## src/core/accel_map.svh

```systemverilog
`ifndef ACCEL_MAP_SVH
`define ACCEL_MAP_SVH

// Register offsets, low seven bits of the address byte
`define ACC_OFF_Z_HIGH 8'h04
`define ACC_OFF_Z_LOW 8'h05
`define ACC_OFF_AUX_HIGH 8'h06
`define ACC_OFF_AUX_LOW 8'h07
`define ACC_OFF_CAL_KEY 8'h0a
`define ACC_OFF_RB_CTRL 8'h0c
`define ACC_OFF_PT_CTRL 8'h0d

// Direction flag in the serial address byte
`define ACC_SPI_READ_BIT 7

// Calibration reload key
`define ACC_CAL_KEY 8'hca

// Range/bandwidth control layout
`define ACC_RB_RESET 8'he1
`define ACC_RB_WMASK 8'he3
`define ACC_RB_BW_MSB 7
`define ACC_RB_BW_LSB 5
`define ACC_RB_RANGE_MSB 1
`define ACC_RB_RANGE_LSB 0

// Power/test control layout
`define ACC_PT_RESET 8'h40
`define ACC_PT_WMASK 8'he0
`define ACC_PT_CLOCK_HOLD 7
`define ACC_PT_POWER_EN 6
`define ACC_PT_SELF_TEST 5

// Full scale in g and counts per g
`define ACC_FS_8G 4'h8
`define ACC_FS_6G 4'h6
`define ACC_FS_4G 4'h4
`define ACC_FS_2G 4'h2
`define ACC_SENS_8G 10'h0cd
`define ACC_SENS_6G 10'h111
`define ACC_SENS_4G 10'h19a
`define ACC_SENS_2G 10'h333

// Filter corners in Hz, zero when bypassed
`define ACC_CORNER_NONE 11'h000
`define ACC_CORNER_2000 11'h7d0
`define ACC_CORNER_1000 11'h3e8
`define ACC_CORNER_500 11'h1f4
`define ACC_CORNER_100 11'h064
`define ACC_CORNER_50 11'h032

`endif

```

## src/core/accel_pkg.sv

```systemverilog
`default_nettype none
package accel_pkg;
    typedef enum logic [1:0] {
        CAL_IDLE = 2'b00,
        CAL_LOAD = 2'b01
    } cal_state_t;

    typedef enum logic [1:0] {
        RANGE_8G = 2'b00,
        RANGE_6G = 2'b01,
        RANGE_4G = 2'b10,
        RANGE_2G = 2'b11
    } range_sel_t;
endpackage
`default_nettype wire

```

## src/core/calib_loader.sv

```systemverilog
`default_nettype none
module calib_loader
    import accel_pkg::*;
#(
    parameter int CAL_WORDS = 3,
    parameter int CAL_W = 16,
    parameter int AW = (CAL_WORDS > 1) ? $clog2(CAL_WORDS) : 1
) (
    input wire logic core_clk,
    input wire logic sys_rst,
    input wire logic reload,
    input wire logic [CAL_W-1:0] nv_data,
    output logic [AW-1:0] nv_addr_q,
    output logic busy_q,
    output logic [CAL_WORDS*CAL_W-1:0] values_q
);
    cal_state_t state_q;
    logic [CAL_W-1:0] cal_mem_q [CAL_WORDS];
    logic last;

    assign last = (nv_addr_q == AW'(CAL_WORDS - 1));

    // Reset itself starts a load, so no host write is needed at power-up
    always_ff @(posedge core_clk) begin
        if (sys_rst) begin
            state_q <= CAL_LOAD; // RULE_05
            nv_addr_q <= '0;
            busy_q <= 1'b1;
        end else if (reload) begin
            state_q <= CAL_LOAD; // RULE_04
            nv_addr_q <= '0;
            busy_q <= 1'b1;
        end else begin
            case (state_q)
                CAL_LOAD: begin
                    if (last) begin
                        state_q <= CAL_IDLE;
                        busy_q <= 1'b0;
                    end else begin
                        nv_addr_q <= nv_addr_q + AW'(1);
                    end
                end
                default: begin
                    state_q <= CAL_IDLE;
                    busy_q <= 1'b0;
                end
            endcase
        end
    end

    // Source is an asynchronous store, data valid in the same cycle as its address
    always_ff @(posedge core_clk) begin
        if (!sys_rst && !reload && state_q == CAL_LOAD) begin
            cal_mem_q[nv_addr_q] <= nv_data; // RULE_04
        end
    end

    generate
        for (genvar i = 0; i < CAL_WORDS; i++) begin : g_out
            assign values_q[i*CAL_W +: CAL_W] = cal_mem_q[i];
        end
    endgenerate

    a_reload_starts: assert property (@(posedge core_clk) disable iff (sys_rst) // RULE_04
        reload |=> busy_q && nv_addr_q == '0)
        else $error("Key reload did not restart the load");

    a_powerup_load: assert property (@(posedge core_clk) // RULE_05
        $fell(sys_rst) |-> busy_q && state_q == CAL_LOAD)
        else $error("No load after reset");
endmodule
`default_nettype wire

```

## src/core/accel_control_register_bank.sv

```systemverilog
// Functional notes
// RULE_01: Z low byte returns Z result bits 3..0 in bits 7..4; low nibble undefined.
// RULE_02: Aux high byte returns aux result bits 11..4; read-only.
// RULE_03: Aux low byte returns aux bits 3..0 in bits 7..4; low nibble undefined.
// RULE_04: Writing the key to the reload register reloads calibration into working memory.
// RULE_05: Calibration reload also happens automatically at power-up reset.
// RULE_06: Range/bandwidth control: bandwidth 7..5, zeros 4..2, range 1..0, resets e1.
// RULE_07: Range codes 00..11 give 8,6,4,2 g at 205,273,410,819 counts per g.
// RULE_08: Bandwidth codes: none, 2000 for 1..3, then 1000, 500, 100, 50 Hz.
// RULE_09: Power/test control: clock hold 7, enable 6, self-test 5, zeros; resets 40.
// RULE_10: Self-test is read/write; with enable set it raises all axis outputs.
// RULE_11: Enable set means normal operation; cleared means low-power standby.
// RULE_12: In I2C mode with clock hold set, SCL held low during conversions.
// RULE_13: Host should clear clock hold whenever it clears enable.
// RULE_14: SPI reads control registers at 8c/8d, writes at 0c/0d.
// RULE_15: SPI address MSB is zero for a write and one for a read.
// RULE_16: Z high byte returns Z result bits 11..4; read-only.
// RULE_17: Writes to result registers ignored; reserved control bits always zero.
`include "accel_map.svh"
`default_nettype none
module accel_control_register_bank
    import accel_pkg::*;
#(
    parameter int CAL_WORDS = 3,
    parameter int CAL_W = 16,
    parameter int CAL_AW = (CAL_WORDS > 1) ? $clog2(CAL_WORDS) : 1
) (
    input wire logic core_clk,
    input wire logic sys_rst,
    input wire logic spi_mode,
    input wire logic acc_stb,
    input wire logic acc_rnw,
    input wire logic [7:0] acc_addr,
    input wire logic [7:0] acc_wdata,
    output logic [7:0] rd_data_q,
    output logic rd_valid_q,
    input wire logic [11:0] z_result,
    input wire logic [11:0] aux_result,
    input wire logic result_valid,
    input wire logic conv_busy,
    input wire logic [CAL_W-1:0] nv_data,
    output logic [CAL_AW-1:0] nv_addr_q,
    output logic cal_busy_q,
    output logic [CAL_WORDS*CAL_W-1:0] cal_values_q,
    output logic [1:0] range_sel_q,
    output logic [2:0] bandwidth_sel_q,
    output logic [3:0] full_scale_g_q,
    output logic [9:0] sensitivity_q,
    output logic filter_bypass_q,
    output logic [10:0] corner_hz_q,
    output logic self_test_drive_q,
    output logic standby_q,
    output logic scl_out_q,
    output logic scl_oe_n_q
);
    logic [7:0] rb_ctrl_q;
    logic [7:0] pt_ctrl_q;
    logic [11:0] z_q;
    logic [11:0] aux_q;
    logic [7:0] reg_off;
    logic off_ok;
    logic is_read;
    logic rd_hit;
    logic wr_hit;
    logic key_hit;
    logic [7:0] rd_mux;

    // Address decode: in SPI the MSB carries direction, in I2C it must be clear
    always_comb begin
        reg_off = {1'b0, acc_addr[6:0]};
        off_ok = spi_mode | ~acc_addr[`ACC_SPI_READ_BIT];
        if (spi_mode) begin
            is_read = acc_addr[`ACC_SPI_READ_BIT]; // RULE_15
        end else begin
            is_read = acc_rnw;
        end
        rd_hit = acc_stb & off_ok & is_read;
        wr_hit = acc_stb & off_ok & ~is_read; // RULE_14
    end

    assign key_hit = wr_hit && reg_off == `ACC_OFF_CAL_KEY && acc_wdata == `ACC_CAL_KEY;

    // Reserved bits masked on write so they cannot be set
    always_ff @(posedge core_clk) begin
        if (sys_rst) begin
            rb_ctrl_q <= `ACC_RB_RESET; // RULE_06
        end else if (wr_hit && reg_off == `ACC_OFF_RB_CTRL) begin
            rb_ctrl_q <= acc_wdata & `ACC_RB_WMASK; // RULE_17
        end
    end

    always_ff @(posedge core_clk) begin
        if (sys_rst) begin
            pt_ctrl_q <= `ACC_PT_RESET; // RULE_09
        end else if (wr_hit && reg_off == `ACC_OFF_PT_CTRL) begin
            pt_ctrl_q <= acc_wdata & `ACC_PT_WMASK; // RULE_17
        end
    end

    // Results change only from the converter; bus writes never reach them
    always_ff @(posedge core_clk) begin
        if (sys_rst) begin
            z_q <= 12'h000;
            aux_q <= 12'h000;
        end else if (result_valid) begin
            z_q <= z_result; // RULE_17
            aux_q <= aux_result;
        end
    end

    // Undefined nibbles read as zero; unmapped and write-only read as zero
    always_comb begin
        if (reg_off == `ACC_OFF_Z_HIGH) begin
            rd_mux = z_q[11:4]; // RULE_16
        end else if (reg_off == `ACC_OFF_Z_LOW) begin
            rd_mux = {z_q[3:0], 4'h0}; // RULE_01
        end else if (reg_off == `ACC_OFF_AUX_HIGH) begin
            rd_mux = aux_q[11:4]; // RULE_02
        end else if (reg_off == `ACC_OFF_AUX_LOW) begin
            rd_mux = {aux_q[3:0], 4'h0}; // RULE_03
        end else if (reg_off == `ACC_OFF_RB_CTRL) begin
            rd_mux = rb_ctrl_q; // RULE_14
        end else if (reg_off == `ACC_OFF_PT_CTRL) begin
            rd_mux = pt_ctrl_q; // RULE_10
        end else begin
            rd_mux = 8'h00;
        end
    end

    always_ff @(posedge core_clk) begin
        if (sys_rst) begin
            rd_data_q <= 8'h00;
            rd_valid_q <= 1'b0;
        end else begin
            rd_valid_q <= rd_hit;
            if (rd_hit) begin
                rd_data_q <= rd_mux;
            end
        end
    end

    calib_loader #(
        .CAL_WORDS(CAL_WORDS),
        .CAL_W(CAL_W),
        .AW(CAL_AW)
    ) calib_loader_inst (
        .core_clk(core_clk),
        .sys_rst(sys_rst),
        .reload(key_hit), // RULE_04
        .nv_data(nv_data),
        .nv_addr_q(nv_addr_q),
        .busy_q(cal_busy_q),
        .values_q(cal_values_q)
    );

    always_ff @(posedge core_clk) begin
        if (sys_rst) begin
            range_sel_q <= RANGE_8G;
            full_scale_g_q <= `ACC_FS_8G;
            sensitivity_q <= `ACC_SENS_8G;
        end else begin
            range_sel_q <= rb_ctrl_q[`ACC_RB_RANGE_MSB:`ACC_RB_RANGE_LSB];
            case (range_sel_t'(rb_ctrl_q[`ACC_RB_RANGE_MSB:`ACC_RB_RANGE_LSB]))
                RANGE_8G: begin
                    full_scale_g_q <= `ACC_FS_8G; // RULE_07
                    sensitivity_q <= `ACC_SENS_8G;
                end
                RANGE_6G: begin
                    full_scale_g_q <= `ACC_FS_6G;
                    sensitivity_q <= `ACC_SENS_6G;
                end
                RANGE_4G: begin
                    full_scale_g_q <= `ACC_FS_4G;
                    sensitivity_q <= `ACC_SENS_4G;
                end
                default: begin
                    full_scale_g_q <= `ACC_FS_2G;
                    sensitivity_q <= `ACC_SENS_2G;
                end
            endcase
        end
    end

    always_ff @(posedge core_clk) begin
        if (sys_rst) begin
            bandwidth_sel_q <= 3'h0;
            filter_bypass_q <= 1'b1;
            corner_hz_q <= `ACC_CORNER_NONE;
        end else begin
            bandwidth_sel_q <= rb_ctrl_q[`ACC_RB_BW_MSB:`ACC_RB_BW_LSB];
            filter_bypass_q <= (rb_ctrl_q[`ACC_RB_BW_MSB:`ACC_RB_BW_LSB] == 3'h0);
            case (rb_ctrl_q[`ACC_RB_BW_MSB:`ACC_RB_BW_LSB])
                3'h0: corner_hz_q <= `ACC_CORNER_NONE; // RULE_08
                3'h4: corner_hz_q <= `ACC_CORNER_1000;
                3'h5: corner_hz_q <= `ACC_CORNER_500;
                3'h6: corner_hz_q <= `ACC_CORNER_100;
                3'h7: corner_hz_q <= `ACC_CORNER_50;
                default: corner_hz_q <= `ACC_CORNER_2000;
            endcase
        end
    end

    // Clock hold is not cleared by standby: the host must drop it itself
    always_ff @(posedge core_clk) begin
        if (sys_rst) begin
            self_test_drive_q <= 1'b0;
            standby_q <= 1'b0;
            scl_out_q <= 1'b0;
            scl_oe_n_q <= 1'b1;
        end else begin
            self_test_drive_q <= pt_ctrl_q[`ACC_PT_SELF_TEST] & pt_ctrl_q[`ACC_PT_POWER_EN]; // RULE_10
            standby_q <= ~pt_ctrl_q[`ACC_PT_POWER_EN]; // RULE_11
            scl_out_q <= 1'b0;
            scl_oe_n_q <= ~(~spi_mode & pt_ctrl_q[`ACC_PT_CLOCK_HOLD] & conv_busy); // RULE_12
        end
    end

    a_rb_write_mask: assert property (@(posedge core_clk) disable iff (sys_rst) // RULE_06
        wr_hit && reg_off == `ACC_OFF_RB_CTRL
        |=> rb_ctrl_q == ($past(acc_wdata) & `ACC_RB_WMASK))
        else $error("Range/bandwidth write not stored masked");

    a_reserved_zero: assert property (@(posedge core_clk) disable iff (sys_rst) // RULE_17
        rb_ctrl_q[4:2] == 3'h0 && pt_ctrl_q[4:0] == 5'h00)
        else $error("Reserved control bit set");

    a_ctrl_reset: assert property (@(posedge core_clk) // RULE_09
        $fell(sys_rst) |-> pt_ctrl_q == 8'h40 && rb_ctrl_q == 8'he1)
        else $error("Control reset value wrong");

    a_z_low_read: assert property (@(posedge core_clk) disable iff (sys_rst) // RULE_01
        rd_hit && reg_off == `ACC_OFF_Z_LOW && !result_valid
        |=> rd_valid_q && rd_data_q == {z_q[3:0], 4'h0})
        else $error("Z low byte read wrong");

    a_z_high_read: assert property (@(posedge core_clk) disable iff (sys_rst) // RULE_16
        rd_hit && reg_off == `ACC_OFF_Z_HIGH && !result_valid
        |=> rd_valid_q && rd_data_q == z_q[11:4])
        else $error("Z high byte read wrong");

    a_aux_high_read: assert property (@(posedge core_clk) disable iff (sys_rst) // RULE_02
        rd_hit && reg_off == `ACC_OFF_AUX_HIGH && !result_valid
        |=> rd_data_q == aux_q[11:4])
        else $error("Aux high byte read wrong");

    a_aux_low_read: assert property (@(posedge core_clk) disable iff (sys_rst) // RULE_03
        rd_hit && reg_off == `ACC_OFF_AUX_LOW && !result_valid
        |=> rd_data_q == {aux_q[3:0], 4'h0})
        else $error("Aux low byte read wrong");

    a_ro_ignored: assert property (@(posedge core_clk) disable iff (sys_rst) // RULE_17
        !result_valid |=> $stable(z_q) && $stable(aux_q))
        else $error("Result changed without conversion");

    a_spi_read_nowrite: assert property (@(posedge core_clk) disable iff (sys_rst) // RULE_15
        acc_stb && spi_mode && acc_addr == 8'h8c |=> $stable(rb_ctrl_q) && rd_valid_q)
        else $error("SPI read address altered control");

    a_range_2g: assert property (@(posedge core_clk) disable iff (sys_rst) // RULE_07
        rb_ctrl_q[1:0] == 2'b11 |=> sensitivity_q == 10'h333 && full_scale_g_q == 4'h2)
        else $error("2 g range decode wrong");

    a_corner_50hz: assert property (@(posedge core_clk) disable iff (sys_rst) // RULE_08
        rb_ctrl_q[7:5] == 3'h7 |=> corner_hz_q == 11'h032 && !filter_bypass_q)
        else $error("50 Hz corner decode wrong");

    a_self_test_out: assert property (@(posedge core_clk) disable iff (sys_rst) // RULE_10
        ##1 self_test_drive_q == ($past(pt_ctrl_q[5]) && $past(pt_ctrl_q[6])))
        else $error("Self-test drive wrong");

    a_standby_out: assert property (@(posedge core_clk) disable iff (sys_rst) // RULE_11
        !pt_ctrl_q[6] |=> standby_q)
        else $error("Standby not entered");

    a_scl_hold: assert property (@(posedge core_clk) disable iff (sys_rst) // RULE_12
        !spi_mode && pt_ctrl_q[7] && conv_busy |=> !scl_oe_n_q && !scl_out_q)
        else $error("SCL not held during conversion");

    a_scl_release: assert property (@(posedge core_clk) disable iff (sys_rst) // RULE_12
        !pt_ctrl_q[7] |=> scl_oe_n_q)
        else $error("SCL held with clock hold clear");

    a_pt_write_mask: assert property (@(posedge core_clk) disable iff (sys_rst) // RULE_09
        wr_hit && reg_off == `ACC_OFF_PT_CTRL
        |=> pt_ctrl_q == ($past(acc_wdata) & `ACC_PT_WMASK))
        else $error("Power/test write not stored masked");

    a_spi_write_addr: assert property (@(posedge core_clk) disable iff (sys_rst) // RULE_14
        acc_stb && spi_mode && acc_addr == 8'h0c
        |=> rb_ctrl_q == ($past(acc_wdata) & 8'he3) && !rd_valid_q)
        else $error("SPI write address not taken as write");

    // Set direction bit in I2C is refused rather than aliased onto the map
    a_i2c_msb_refused: assert property (@(posedge core_clk) disable iff (sys_rst) // RULE_15
        acc_stb && !spi_mode && acc_addr[7]
        |=> $stable(rb_ctrl_q) && $stable(pt_ctrl_q) && !rd_valid_q)
        else $error("I2C access with address MSB set was taken");

    a_bad_key_ignored: assert property (@(posedge core_clk) disable iff (sys_rst) // RULE_04
        wr_hit && reg_off == `ACC_OFF_CAL_KEY && acc_wdata != `ACC_CAL_KEY && !cal_busy_q
        |=> !cal_busy_q)
        else $error("Wrong key started a reload");

    a_key_read_zero: assert property (@(posedge core_clk) disable iff (sys_rst) // RULE_17
        rd_hit && reg_off == `ACC_OFF_CAL_KEY |=> rd_valid_q && rd_data_q == 8'h00)
        else $error("Write-only register read not zero");

    a_range_8g: assert property (@(posedge core_clk) disable iff (sys_rst) // RULE_07
        rb_ctrl_q[1:0] == 2'b00 |=> sensitivity_q == 10'h0cd && full_scale_g_q == 4'h8)
        else $error("8 g range decode wrong");

    a_bypass_code0: assert property (@(posedge core_clk) disable iff (sys_rst) // RULE_08
        rb_ctrl_q[7:5] == 3'h0 |=> filter_bypass_q && corner_hz_q == 11'h000)
        else $error("Filter bypass decode wrong");
endmodule
`default_nettype wire

```

## config.mk

```make
export PLATFORM = sky130hd
export DESIGN_NAME = accel_control_register_bank
export DESIGN_NICKNAME = d
export VERILOG_FILES = /design/src/core/accel_pkg.sv /design/src/core/calib_loader.sv /design/src/core/accel_control_register_bank.sv
export VERILOG_INCLUDE_DIRS = /design/src /design/src/core
export SDC_FILE = /design/constraint.sdc
export NUM_CORES = 1
export LEC_CHECK = 0
export CAP_MARGIN = 10
export CORE_MARGIN = 4
export CORE_UTILIZATION = 57
export CTS_BUF_LIST = sky130_fd_sc_hd__clkbuf_8
export CTS_CLUSTER_DIAMETER = 40
export CTS_CLUSTER_SIZE = 25
export DETAILED_ROUTE_END_ITERATION = 16
export DONT_BUFFER_PORTS = 1
export HOLD_SLACK_MARGIN = 0.1
export MAX_ROUTING_LAYER = met4
export PLACE_DENSITY = 0.68
export SLEW_MARGIN = 10
export SYNTH_ARGS = -nofsm -noshare
export SYNTH_HDL_FRONTEND = slang
export SYNTH_SLANG_ARGS = --single-unit
```

## constraint.sdc

```tcl
create_clock -name core_clk -period 3.4 [get_ports core_clk]
set_clock_uncertainty 0.1 [all_clocks]
set_input_delay 0.51 -clock core_clk [delete_from_list [all_inputs] [get_ports core_clk]]
set_output_delay 0.51 -clock core_clk [all_outputs]
set_load 0.02 [all_outputs]
```

; ---- Word level (Yosys, flattened, before mapping)
; Memories as Yosys holds them, arrays and structs flattened.
; Cells that the tools add are included.
[word_totals]
ff_bits = 79
mem_count = 1
ram_bits = 48
elab_cells = 77
out_inout_bits = 95
inputBits = 63
[memory_table]
columns = name, depth, word_bits, read_ports, rd_ports_with_merged_regs, wr, line_no
row1 = calib_loader_inst.cal_mem_q, 3, 16, 3, 0, 1, calib_loader.sv:18  ; logic [CAL_W-1:0] cal_mem_q [CAL_WORDS];
[classes]
muxes = 16
n_bitwise = 13
n_reduce_logical = 12
eq_ne = 16
n_addsub = 1
[op_table]
columns = cell, count
row1 = $pmux W11 S5, 1
row2 = $mux W8, 6
row3 = $pmux W10 S3, 1
row4 = $eq A7 B3 Y1 const B, 4
row5 = $eq A7 B4 Y1 const B, 3
row6 = $eq A3 B3 Y1 const B, 4
row7 = $pmux W4 S3, 1
row8 = $eq A8 B8 Y1 const B, 1
row9 = $mux W1, 7
row10 = $and A1 B1 Y1, 6
row11 = $logic_and A1 B1 Y1, 6
row12 = $not A1 Y1, 6
row13 = $eq A2 B2 Y1 const B, 2
row14 = $logic_not A3 Y1, 1
row15 = $add A2 B1 Y2 const B, 1
row16 = $eq A2 B1 Y1 const B, 1
row17 = $logic_not A1 Y1, 2
row18 = $logic_not A2 Y1, 1
row19 = $ne A2 B1 Y1 const B, 1
row20 = $reduce_and A2 Y1, 1
row21 = $reduce_or A2 Y1, 1
row22 = $or A1 B1 Y1, 1

; ---- Longest topological paths before layout
; Gate-level depths: netlist of run 1.
[logic_depth]
ltp_word = 11
mapped_depth = 6

; ---- By module
; Synthesis of run 1 repeated with hierarchy kept, for this count alone.
[hier_totals]
hier_cells = 348
area_unflattened_um2 = 4398.0
[modules_own_cells]
columns = mod, n_inst, area_each_um2, cells_per_inst
row1 = accel_control_register_bank, 1, 2780.2, 282
row2 = calib_loader, 1, 1617.8, 66

; ---- Least setup slack after synthesis of run 1
; No wires, ideal clock.
[synth_path]
path_type = input -> register
from = input port acc_addr[3]
to = memory calib_loader_inst.cal_mem_q[0][0], enable pin
setup_slack_ns = 1.159
stages = 4
required_time_ns = 2.926
arrival_ns = 1.767
setup_time_ns = 0.374
path_cell_list = clkbuf_1 -> and4b_1 -> a41oi_1 -> and3_1
[synth_via]
elab_chain_len = 8
[synth_lines]
columns = element, line_no
row1 = start: declaration, accel_control_register_bank.sv:33  ; input wire logic [7:0] acc_addr,
row2 = $eq A7 B4 Y1 (no line), --
row3 = $logic_and A1 B1 Y1 (no line) (2 in a row), --
row4 = $logic_not A1 Y1, calib_loader.sv:53  ; if (!sys_rst && !reload && state_q == CAL_LOAD) begin
row5 = $logic_and A1 B1 Y1 (2 in a row), calib_loader.sv:53
row6 = $mux W1, calib_loader.sv:53
row7 = $mux W1 (not written as such), calib_loader.sv:54  ; cal_mem_q[nv_addr_q] <= nv_data;
row8 = end: declaration, calib_loader.sv:18
; Every way passes these cells.

; ---- Worst setup path in the final report of run 1
[layout_path]
from = input port acc_rnw
to = memory calib_loader_inst.cal_mem_q[1][1], enable pin
[layout_via]
elab_chain_len = 10
[layout_lines]
columns = element, line_no
row1 = start: declaration, accel_control_register_bank.sv:32  ; input wire logic acc_rnw,
row2 = $mux W1, accel_control_register_bank.sv:72  ; if (spi_mode) begin
row3 = $not A1 Y1, accel_control_register_bank.sv:78  ; wr_hit = acc_stb & off_ok & ~is_read;
row4 = $and A1 B1 Y1, accel_control_register_bank.sv:78
row5 = $logic_and A1 B1 Y1 (no line) (2 in a row), --
row6 = $logic_not A1 Y1, calib_loader.sv:53
row7 = $logic_and A1 B1 Y1 (2 in a row), calib_loader.sv:53
row8 = $mux W1, calib_loader.sv:53
row9 = $mux W1 (not written as such), calib_loader.sv:54
; Every way passes these cells.

==> impl_summary.txt, run 1 <==
----------------------------------------------------
[Route]
  Met1 wire length ... approximately 3700 um
  Via Count ... 2655
  Total wire length after detailed routing ... 9400 um
  Per-cell via count in the routed design ... ~5.6
  Highest Signal Layer ... met4
  Detail Route Antenna Nets ... 0
  Number of remaining DRC errors ... 0
  WL met2 ... around 4600 um
  Number of violations reported at the end of detailed-routing iteration 0 ... between 70 and 80
  Pre-antenna DRT Iters ... 5
  Routed wirelength normalized by instance count ... 20.0 um
  Met3 Routed Length ... 901 um

[Clock tree]
  Htree depth ... 4
  Post-CTS setup repair buffer count ... 0
  Number of CTS-inserted buffers ... 17
  CTS tree ... done
  Root buffer cell ... sky130_fd_sc_hd__clkbuf_8
  Worst-path clk slew ... roughly 0.07 ns
  Num Clock Sinks ... 118
  Source-to-sink clock delay at the later pin of the worst-skew pair ... approximately 0.42 ns
  Buffer depth of the longest clock path ... 2

[Critical path]
  Critical Path End Type ... register
  Worst endpoint required time ... between 3 and 4 ns
  Reg-to-reg critical path endpoint ... calib_loader_inst.cal_mem_q[2][8]
  Arrival @ worst endpoint ... 1.97 ns
  Number of cells traversed by the worst register-to-register path ... 3
  Type of the worst setup path ... in -> reg
  Setup slack on the worst flop-to-flop path ... between 1.5 and 2 ns
  Kind of launch point of the worst setup path ... input pin
  Worst-path fanout max ... 16
  Worst reg2reg path startpoint ... calib_loader_inst.nv_addr_q[0]

[Die]
  Y dimension of the die ... 95.2 um
  Placement row count ... 31
  Die Span X ... 95.2 um
  Full die area ... approximately 9000 sq um
  Starting utilization of the core area ... 0.592
  Core area ... 7330 sq um
  Count of pins on the block boundary ... approximately 160

[Global routing]
  Largest net degree at the start of global routing ... 45
  Wire length of the first global-routing pass ... approximately 14000 um
  Antenna violations before repair ... 0
  Number of global-route vias before repair ... approximately 2700
  Residual overflow from global routing ... 0
  Overall track demand over capacity in global routing ... 0.220

[Layout]
  Top library cells by usage in the layout, fill and taps aside ... sky130_fd_sc_hd__dfxtp_1 (70), sky130_fd_sc_hd__edfxtp_1 (48), sky130_fd_sc_hd__nor2_1 (42)
  Finished Cell Area ... roughly 5000 sq um
  Antenna Cells ... 0
  Most common cell after layout, fill and taps aside ... sky130_fd_sc_hd__dfxtp_1
  Final layout net count ... 430
  Synthesis-to-finish area growth ... 15.6%
  Fraction of final layout cells with drive strength greater than 1 ... 0.119
  Number of cells in the finished layout apart from fillers ... 470

[Yosys]
  Total of warnings raised by yosys ... 0
  FF+latch count, synth ... about 120
  Most frequently used flop master after synthesis ... sky130_fd_sc_hd__dfxtp_1
  Synthesized area per cell ... around 13 sq um
  Number of enable-type register cells in the synthesized netlist ... 48
  Synthesized area ... between 4000 and 5000 sq um
  Post-synthesis sequential area ratio ... 0.655
  Number of instances in the synthesized netlist ... 344
  Number of unique standard cell types used by synthesis ... 51
  Async S/R FF share, synth ... 0

[STA]
  Unrepaired setup endpoints after global routing ... false
  Final cycle utilization of the critical path ... 0.594
  Final Max Slew Viols ... 0
  Final Critical Period ... just over 2 ns
  Setup violators final ... 0
  Tightest slew margin relative to the limit ... 0.487
  Hold violation total from the final report ... 0
  Actual slew at the worst max-slew pin ... 0.769 ns
  Final total negative setup slack ... 0 ns
  Upper clock frequency limit ... between 400 and 500 MHz

[Run status]
  Run status ... finished, final reports clean

[Min path]
  Class of the tightest hold or removal check ... in -> reg
  End point of the most critical hold path ... pt_ctrl_q[7]
  Origin of the worst min-delay path ... acc_wdata[7]
  Worst Hold Depth ... 2

[Placement]
  Placed inst area ... 4330 sq um
  PortBufs ... 0
  Global placement routability congestion ... approximately 0.84
  Cell count after placement ... between 400 and 500
  DP Wirelength ... about 6600 um

[Power and ir drop]
  Pwr per Cell Area ... between 700 and 800 nW/um^2
  Final total power ... 3.63 mW
  Leak Pwr ... a little under 2 nW
  Max rail drop VDD ... 0.000290 V

[Flow run]
  Max capacitance violation total ... 0

----------------------------------------------------
[worst max-delay path by stage]
stage	start	endpoint	slack, ns	cells after the start
floorplan	acc_addr[3]	calib_loader_inst.cal_mem_q[0][0]	1.16	4
global placement	acc_addr[5]	calib_loader_inst.cal_mem_q[1][7]	0.94	4
detailed placement	acc_addr[5]	calib_loader_inst.cal_mem_q[1][7]	0.89	4
CTS	acc_addr[5]	calib_loader_inst.cal_mem_q[1][1]	1.34	4
global route	acc_addr[5]	calib_loader_inst.cal_mem_q[1][1]	1.21	4
finish	acc_rnw	calib_loader_inst.cal_mem_q[1][1]	1.38	5
[worst max-delay path, cell delays in order]
cell	delay [ns]
sky130_fd_sc_hd__nor2b_1	0.14
sky130_fd_sc_hd__nor3_1	0.07
sky130_fd_sc_hd__buf_4	0.16
sky130_fd_sc_hd__a41oi_1	0.36
sky130_fd_sc_hd__and3_1	0.73
[flip-flops by register name, indices dropped and copies added, names as in the netlist]
register / flops
calib_loader_inst.cal_mem_q: 48
range_sel_q: 2
full_scale_g_q: 2
pt_ctrl_q: 3
sensitivity_q: 6
corner_hz_q: 9
aux_q: 12
scl_oe_n_q: 1
rd_valid_q: 1
rd_data_q: 8
calib_loader_inst.state_q: 1
calib_loader_inst.nv_addr_q: 2
z_q: 12
self_test_drive_q: 1
standby_q: 1
filter_bypass_q: 1
bandwidth_sel_q: 3
rb_ctrl_q: 5
[stage by stage]
| step | setup WS (ns) | hold WS (ns) | utilization |
|---|---|---|---|
| 2_1_floorplan | 1.16 | 0.305 | - |
| 3_3_place_gp | 0.940 | 0.334 | 0.591 |
| 3_5_place_dp | 0.895 | 0.339 | 0.591 |
| 4_1_cts | 1.34 | 0.107 | 0.684 |
| 5_1_grt | 1.21 | 0.118 | 0.684 |
| 6_report | 1.38 | 0.128 | 0.684 |
[timing repair]
action / CTS / global route
setup endpoints to repair: 0 / 0
hold buffers: 19 / 0
endpoints found under the hold margin: 93 / 0
gates resized for setup: 0 / 0
[cell usage after synthesis, types with 2 or more instances]
library cell               number  area share
sky130_fd_sc_hd__or2_1          2      0.0029
sky130_fd_sc_hd__buf_1          3      0.0026
sky130_fd_sc_hd__nand3_1       17       0.020
sky130_fd_sc_hd__o21ai_0        3      0.0035
sky130_fd_sc_hd__nand2b_1       3      0.0043
sky130_fd_sc_hd__and3_1         7       0.010
sky130_fd_sc_hd__o21ai_1        9       0.010
sky130_fd_sc_hd__mux2i_1       27       0.062
sky130_fd_sc_hd__a21oi_1        7      0.0081
sky130_fd_sc_hd__mux2_1         5       0.013
sky130_fd_sc_hd__nor3_1         8      0.0092
sky130_fd_sc_hd__clkbuf_1      13       0.011
sky130_fd_sc_hd__ha_1           9       0.026
sky130_fd_sc_hd__nor2_1        42       0.036
sky130_fd_sc_hd__xnor2_1        2      0.0040
sky130_fd_sc_hd__a221oi_1       2      0.0040
sky130_fd_sc_hd__a32oi_1        2      0.0040
sky130_fd_sc_hd__o22ai_1        2      0.0029
sky130_fd_sc_hd__edfxtp_1      48        0.33
sky130_fd_sc_hd__buf_4          9       0.016
sky130_fd_sc_hd__mux4_2         2       0.010
sky130_fd_sc_hd__dfxtp_1       70        0.32
sky130_fd_sc_hd__nand2_1        8      0.0069
sky130_fd_sc_hd__nor4bb_1       3      0.0069
sky130_fd_sc_hd__inv_1          7      0.0061
sky130_fd_sc_hd__nor2b_1        8       0.012
sky130_fd_sc_hd__inv_2          2      0.0017
[kinds of logic (layout without fill, tap and decap cells)]
family	count (synthesis)	count (layout)	synth area share
other	1	3	0.000864
multiplexers	35	35	0.0883
adder cells (fa/ha/maj)	9	9	0.0260
AND/OR/NAND/NOR	109	109	0.130
AO/OA/AOI/OAI	34	34	0.0542
buffers and inverters	36	61	0.0410
XOR/XNOR	2	2	0.00404
flip-flops	118	118	0.655
[where the power goes]
part / internal, mW / total, mW / leakage [nW] / switching (mW)
combinational: 0.0874 / 0.226 / 0.677 / 0.138
clock: 0.953 / 1.53 / 0.239 / 0.577
sequential: 1.65 / 1.88 / 1.02 / 0.224
[metal layers]
| metal | GRT usage | vias to the layer above |
|---|---|---|
| met2 | 0.356 | 127 |
| met4 | 0.0769 | 0 |
| met5 | - | - |
| li1 | - | 1243 |
| met1 | 0.246 | 1268 |
| met3 | 0.0892 | 17 |
[final cells by class]
type	instances	area, sq um
multi-input combinational	192	1330
tap	99	124
sequential	118	2840
timing repair buffer	20	208
clock inverter	15	249
inverter	9	33.8
fill	521	2310
clock buffer	17	234
(Power assumes the default switching activity.)
==> run 2: changes to the inputs <==
PLACE_DENSITY = 0.71   (was 0.68)
clock period = 1.7 ns   (was 3.4 ns; I/O delays follow)
==> run 2 against run 1 <==
Against the previous run: register-to-register slack lost 1.4 ns; worst hold slack is essentially flat; global-route usage increased by 3.1 points; critical endpoint is now scl_oe_n_q; largest power group unchanged.
==> impl_summary.txt, run 2 (same netlist as run 1, synthesis figures left out) <==
----------------------------------------------------
[Global routing]
  Antenna violations before repair ... 1 (+1)
  Wire length of the first global-routing pass ... 16100 um (+15%)
  Largest net degree at the start of global routing ... 43 (-4.4%)
  Number of global-route vias before repair ... 3083 (+14%)
  Residual overflow from global routing ... 0 (unchanged)
  Overall track demand over capacity in global routing ... 0.250 (+0.0308)

[Power and ir drop]
  Max rail drop VDD ... 0.000672 V (+130%)
  Pwr per Cell Area ... 1260 nW/um^2 (+74%)
  Leak Pwr ... 2.22 nW (+15%)
  Final total power ... 7.19 mW (+98%)

[STA]
  Setup violators final ... 0 (unchanged)
  Final cycle utilization of the critical path ... 0.963
  Unrepaired setup endpoints after global routing ... false
  Tightest slew margin relative to the limit ... 0.570 (+0.0825)
  Actual slew at the worst max-slew pin ... 0.643 ns (-0.127 ns)
  Hold violation total from the final report ... 0 (unchanged)
  Worst setup slack after layout ... 0.0623 ns (-1.32 ns)
  Final Critical Period ... around 1.6 ns
  Upper clock frequency limit ... just over 600 MHz
  Final Max Slew Viols ... 0 (unchanged)

[Route]
  Detail Route Antenna Nets ... 0 (unchanged)
  Per-cell via count in the routed design ... 5.60 (-0.94%)
  Via Count ... 3044 (+15%)
  Number of remaining DRC errors ... 0 (unchanged)
  Pre-antenna DRT Iters ... 4 (-1)
  Number of violations reported at the end of detailed-routing iteration 0 ... 141 (+88%)
  Total wire length after detailed routing ... 10800 um (+15%)
  Routed wirelength normalized by instance count ... 19.9 um (-0.50%)

[Clock tree]
  Buffer depth of the longest clock path ... 2 (unchanged)
  Num Clock Sinks ... 118 (unchanged)
  CTS tree ... done
  Source-to-sink clock delay at the later pin of the worst-skew pair ... 0.43 ns (about the same)
  Htree depth ... 4 (unchanged)
  Number of CTS-inserted buffers ... 17 (unchanged)
  Post-CTS setup repair buffer count ... 0 (unchanged)
  Worst-path clk slew ... 0.07 ns (about the same)
  Root buffer cell ... sky130_fd_sc_hd__clkbuf_8

[Placement]
  Setup slack after placement ... -0.310 ns (-1.20 ns)
  PortBufs ... 0 (unchanged)
  DP Wirelength ... 6460 um (-1.4%)
  Global placement routability congestion ... 0.861 (+2.8%)
  Cell count after placement ... 429 (+2.4%)

[Die]
  Die Span X ... 95.2 um (unchanged)
  Count of pins on the block boundary ... 158 (unchanged)
  Starting utilization of the core area ... 0.592 (unchanged)
  Core area ... 7330 sq um (unchanged)
  Full die area ... 9070 sq um (unchanged)
  Placement row count ... 31 (unchanged)
  Y dimension of the die ... 95.2 um (unchanged)

[Layout]
  Most flop-heavy register ... calib_loader_inst.cal_mem_q
  Top library cells by usage in the layout, fill and taps aside ... sky130_fd_sc_hd__dlygate4sd3_1 (80), sky130_fd_sc_hd__dfxtp_1 (70), sky130_fd_sc_hd__edfxtp_1 (48)
  Max reg flops ... 48 (unchanged)
  Regs by FF count ... calib_loader_inst.cal_mem_q: 48 flops, aux_q: 12 flops, z_q: 12 flops
  Final layout net count ... 503 (+17%)
  Number of cells in the finished layout apart from fillers ... 544 (+16%)
  Most common cell after layout, fill and taps aside ... sky130_fd_sc_hd__dlygate4sd3_1
  Synthesis-to-finish area growth ... 31.4%
  Fraction of final layout cells with drive strength greater than 1 ... 0.135 (+0.0165)

[Critical path]
  Kind of launch point of the worst setup path ... input pin
  Arrival @ worst endpoint ... 1.85 ns (-0.12 ns)
  Worst-path fanout max ... 13 (-3)
  Type of the worst setup path ... in -> reg
  Critical Path End Type ... register
  Worst endpoint required time ... 1.91 ns (-1.44 ns)

[Flow run]
  Max capacitance violation total ... 0 (unchanged)

[Run status]
  Run status ... finished, final reports clean

[Min path]
  Class of the tightest hold or removal check ... in -> reg

----------------------------------------------------
==> run 2: changes by cell type in the layout (fill, tap and decap cells not counted), sizes merged <==
cell,delta
inv,+1
clkinv,+1
buf,+11
dlygate4sd3,+62
diode,+1
bufinv,-2
==> run 2: metal layers <==
layer / share of wire / track usage / up-vias / wire, um
met4: 0.018 / 0.0998 / 0 / 191
met3: 0.11 / 0.103 / 18 / 1240
met1: 0.37 / 0.273 / 1457 / 3990
met5: 0 / - / - / 0
met2: 0.50 / 0.408 / 181 / 5400
li1: - / - / 1388 / -
==> run 2: final cells by class <==
cell class / count / area (sq um)
Fill cell: 424 / 1630
Clock inverter: 15 / 203
Antenna cell: 1 / 2.50
Sequential cell: 118 / 2840
Timing Repair Buffer: 93 / 923
Tap cell: 99 / 124
Multi-Input combinational cell: 192 / 1340
Clock buffer: 17 / 234
Inverter: 9 / 33.8
==> run 2: power by group <==
group / total, mW / internal, mW / switching [mW]
Sequential: 3.71 / 3.30 / 0.403
Combinational: 0.716 / 0.331 / 0.385
Clock: 2.77 / 1.61 / 1.16
==> run 2: worst paths after layout <==
kind | startpoint | end | slack, ns | cells past startpoint
setup / recovery | sys_rst | scl_oe_n_q | 0.06 | 5
hold / removal | acc_addr[0] | rd_data_q[5] | 0.13 | 3
setup reg to reg | pt_ctrl_q[7] | rd_data_q[7] | 0.15 | 5
hold reg to reg | pt_ctrl_q[5] | pt_ctrl_q[5] | 0.40 | 2
==> run 2: per-stage QoR <==
step                      TNS [ns]  area, sq um  hold WS, ns  utilization
after floorplan              -6.44         4360        0.252            -
after global placement       -9.68         4420        0.228        0.603
after detailed placement    -15.75         4420        0.229        0.603
after CTS                        0         5700        0.108        0.777
after global routing             0         5700        0.116        0.778
final                            0         5700        0.128        0.778
==> run 2: critical path: stages <==
cell and delay (ns):
sky130_fd_sc_hd__buf_12 0.11, sky130_fd_sc_hd__dlygate4sd3_1 0.60, sky130_fd_sc_hd__inv_2 0.22, sky130_fd_sc_hd__nand4b_1 0.11
sky130_fd_sc_hd__dlygate4sd3_1 0.56
==> run 2: timing repair <==
action | 4_1_cts | 5_1_grt
hold buffers | 82 | 0
gates resized for setup | 0 | 0
endpoints found under the hold margin | 112 | 0
==> run 3: changes to the inputs <==
==> constraint.sdc (replaced) <==
create_clock -name core_clk -period 1.7 [get_ports core_clk]
set_clock_uncertainty 0.1 [all_clocks]
set_input_delay 0.085 -clock core_clk [delete_from_list [all_inputs] [get_ports core_clk]]
set_output_delay 0.085 -clock core_clk [all_outputs]
set_load 0.02 [all_outputs]
==> run 3 against run 2 <==
Against the previous run: the run now ends with hold timing left; die area is the same; global-route usage grew 2.3 points; combinational power grew 5.2%; sequential power is essentially flat; non-clock buffer count grew 20; worst hold slack lost 0.32 ns; register-to-register slack lost 0.06 ns; clock power shrank 11%; sequential share of layout area shrank 1.5 points; first-iteration DRC count grew 17%; design area grew 3.2%; power shrank 3.6%; critical endpoint is now pt_ctrl_q[5]; largest power group unchanged; highest routed layer unchanged.
==> impl_summary.txt, run 3 (same netlist as run 1, synthesis figures left out) <==
----------------------------------------------------
[Run status]
  Run status ... finished with violations
  Violated checks ... hold timing

[Global routing]
  Number of global-route vias before repair ... 3331 (+8.0%)
  Antenna violations before repair ... 0 (-1)
  Residual overflow from global routing ... 0 (unchanged)
  Largest net degree at the start of global routing ... 40 (-7.0%)
  Overall track demand over capacity in global routing ... 0.274 (+0.0231)
  Wire length of the first global-routing pass ... 17500 um (+8.7%)

[Critical path]
  Kind of launch point of the worst setup path ... input pin
  Type of the worst setup path ... in -> reg
  Cell-by-cell listing of the critical path ... or4b_4, nor3b_4, buf_2, dlygate4sd3_1, nand3_1, a21oi_1
  Slowest Stage Delay on Critical Path ... 0.59 ns (about the same)
  Number of cells traversed by the worst register-to-register path ... 4 (-1)
  Worst-path fanout max ... 7 (-6)
  CP delay by family, top ... simple AND/OR/NAND/NOR gates
  Critical Path End Type ... register
  Crit path depth ... 6 (+1)
  Arrival @ worst endpoint ... 1.92 ns (+0.07 ns)
  CP max-delay cell ... sky130_fd_sc_hd__or4b_4
  Worst endpoint required time ... 1.96 ns (+0.05 ns)
  Buffering stage count on the worst path with inverters included ... 2 (-2)

[STA]
  Setup violators final ... 0 (unchanged)
  Tightest slew margin relative to the limit ... 0.540 (-0.0297)
  Upper clock frequency limit ... 602 MHz (-1.4%)
  Final Critical Period ... 1.66 ns (+0.0226 ns)
  Final Max Slew Viols ... 0 (unchanged)
  Final cycle utilization of the critical path ... 0.977 (+0.0133)
  Actual slew at the worst max-slew pin ... 0.687 ns (+0.0444 ns)
  Hold violation total from the final report ... 2 (+2)
  Minimum hold slack ... -0.190 ns (-0.319 ns)

[Clock tree]
  Root buffer cell ... sky130_fd_sc_hd__clkbuf_8
  Num Clock Sinks ... 118 (unchanged)
  Worst-path clk slew ... 0.07 ns (about the same)
  Number of CTS-inserted buffers ... 17 (unchanged)
  Source-to-sink clock delay at the later pin of the worst-skew pair ... 0.42 ns (about the same)
  Htree depth ... 4 (unchanged)
  Buffer depth of the longest clock path ... 2 (unchanged)
  CTS tree ... done

[Power and ir drop]
  Leak Pwr ... 2.32 nW (+4.4%)
  Relative contribution of combinational cells to total power ... 0.109 (+0.009)
  Net switching share of the total power ... 0.284 (+0.0126)
  Clock Power Share ... 0.355 (-0.030)
  Max rail drop VDD ... 0.000644 V (-4.1%)
  Internal power summed over all cells ... 4.97 mW (-5.2%)
  NetSw ... 1.97 mW (+0.91%)
  Flop pwr share ... 0.536 (+0.021)
  Pwr per Cell Area ... 1180 nW/um^2 (-6.6%)

[Route]
  Per-cell via count in the routed design ... 5.62 (+0.37%)
  Total wire length after detailed routing ... 11700 um (+8.0%)
  Number of remaining DRC errors ... 0 (unchanged)
  Detail Route Antenna Nets ... 0 (unchanged)
  Via Count ... 3162 (+3.9%)
  Routed wirelength normalized by instance count ... 20.8 um (+4.3%)
  Number of violations reported at the end of detailed-routing iteration 0 ... 165 (+17%)
  Pre-antenna DRT Iters ... 7 (+3)

[Layout]
  Most flop-heavy register ... calib_loader_inst.cal_mem_q
  Final layout net count ... 523 (+4.0%)
  Top library cells by usage in the layout, fill and taps aside ... sky130_fd_sc_hd__dlygate4sd3_1 (95), sky130_fd_sc_hd__dfxtp_1 (70), sky130_fd_sc_hd__edfxtp_1 (48)
  Core occupancy in the finished layout ... 0.803 (+0.0249)
  Max reg flops ... 48 (unchanged)
  Antenna Cells ... 0 (-1)
  Regs by FF count ... calib_loader_inst.cal_mem_q: 48 flops, aux_q: 12 flops, z_q: 12 flops
  Most common cell after layout, fill and taps aside ... sky130_fd_sc_hd__dlygate4sd3_1
  Fraction of final layout cells with drive strength greater than 1 ... 0.136 (+0.000641)
  Synthesis-to-finish area growth ... 35.6%

[Die]
  Die Span X ... 95.2 um (unchanged)
  Core area ... 7330 sq um (unchanged)
  Y dimension of the die ... 95.2 um (unchanged)
  Starting utilization of the core area ... 0.592 (unchanged)
  Count of pins on the block boundary ... 158 (unchanged)
  Full die area ... 9070 sq um (unchanged)
  Placement row count ... 31 (unchanged)

[Flow run]
  Max capacitance violation total ... 0 (unchanged)

[Min path]
  Class of the tightest hold or removal check ... in -> reg
  Worst Hold Depth ... 2 (-1)

[Placement]
  DP Wirelength ... 6630 um (+2.6%)
  Global placement routability congestion ... 0.836 (-2.9%)
  PortBufs ... 0 (unchanged)

----------------------------------------------------
-- run 3: final timing paths --
path,startpoint,to,slack [ns]
min,acc_addr[1],rd_data_q[7],-0.19
max,acc_addr[5],pt_ctrl_q[5],0.04
max reg2reg,rb_ctrl_q[5],rd_data_q[5],0.09
min reg2reg,pt_ctrl_q[5],self_test_drive_q,0.42
-- run 3: area by class of cell --
type                            instances  area (sq um)
Clock buffer                           17           234
Clock inverter                         15           155
Fill cell                             389          1450
Inverter                                9          33.8
Multi-Input combinational cell        192          1340
Sequential cell                       118          2840
Tap cell                               99           124
Timing Repair Buffer                  113          1150
-- run 3: repair_timing --
action,4_1_cts,5_1_grt
setup endpoints to repair,0,8
hold buffers,100,2
endpoints found under the hold margin,117,5
buffers inserted,0,1
gates resized for setup,0,5
-- run 3: power groups by stage --
stage	combinational (mW)	clock (mW)	sequential [mW]
CTS	0.732	2.47	3.72
finish	0.753	2.46	3.72
floorplan	0.377	0	3.75
global route	0.807	2.61	3.75
global placement	0.465	0	3.77
detailed placement	0.487	0	3.79
-- run 3: layer usage --
metal | wire length, um | part of all wire | global-route usage
met3 | 1090 | 0.093 | 0.0797
met2 | 5980 | 0.51 | 0.471
met4 | 420 | 0.036 | 0.129
met1 | 4190 | 0.36 | 0.288
met5 | 0 | 0 | -
-- run 3: metrics by stage --
step                      power (mW)  cells  TNS (ns)  worst slack (ns)  area (sq um)
after global placement          4.24    428     -2.00           -0.0445          4410
after floorplan                 4.12    346         0            0.0114          4360
final                           6.94    563         0            0.0396          5880
after CTS                       6.93    560         0           0.00522          5840
after global routing            7.17    563   -0.0575           -0.0322          5880
after detailed placement        4.28    428     -5.75            -0.125          4410
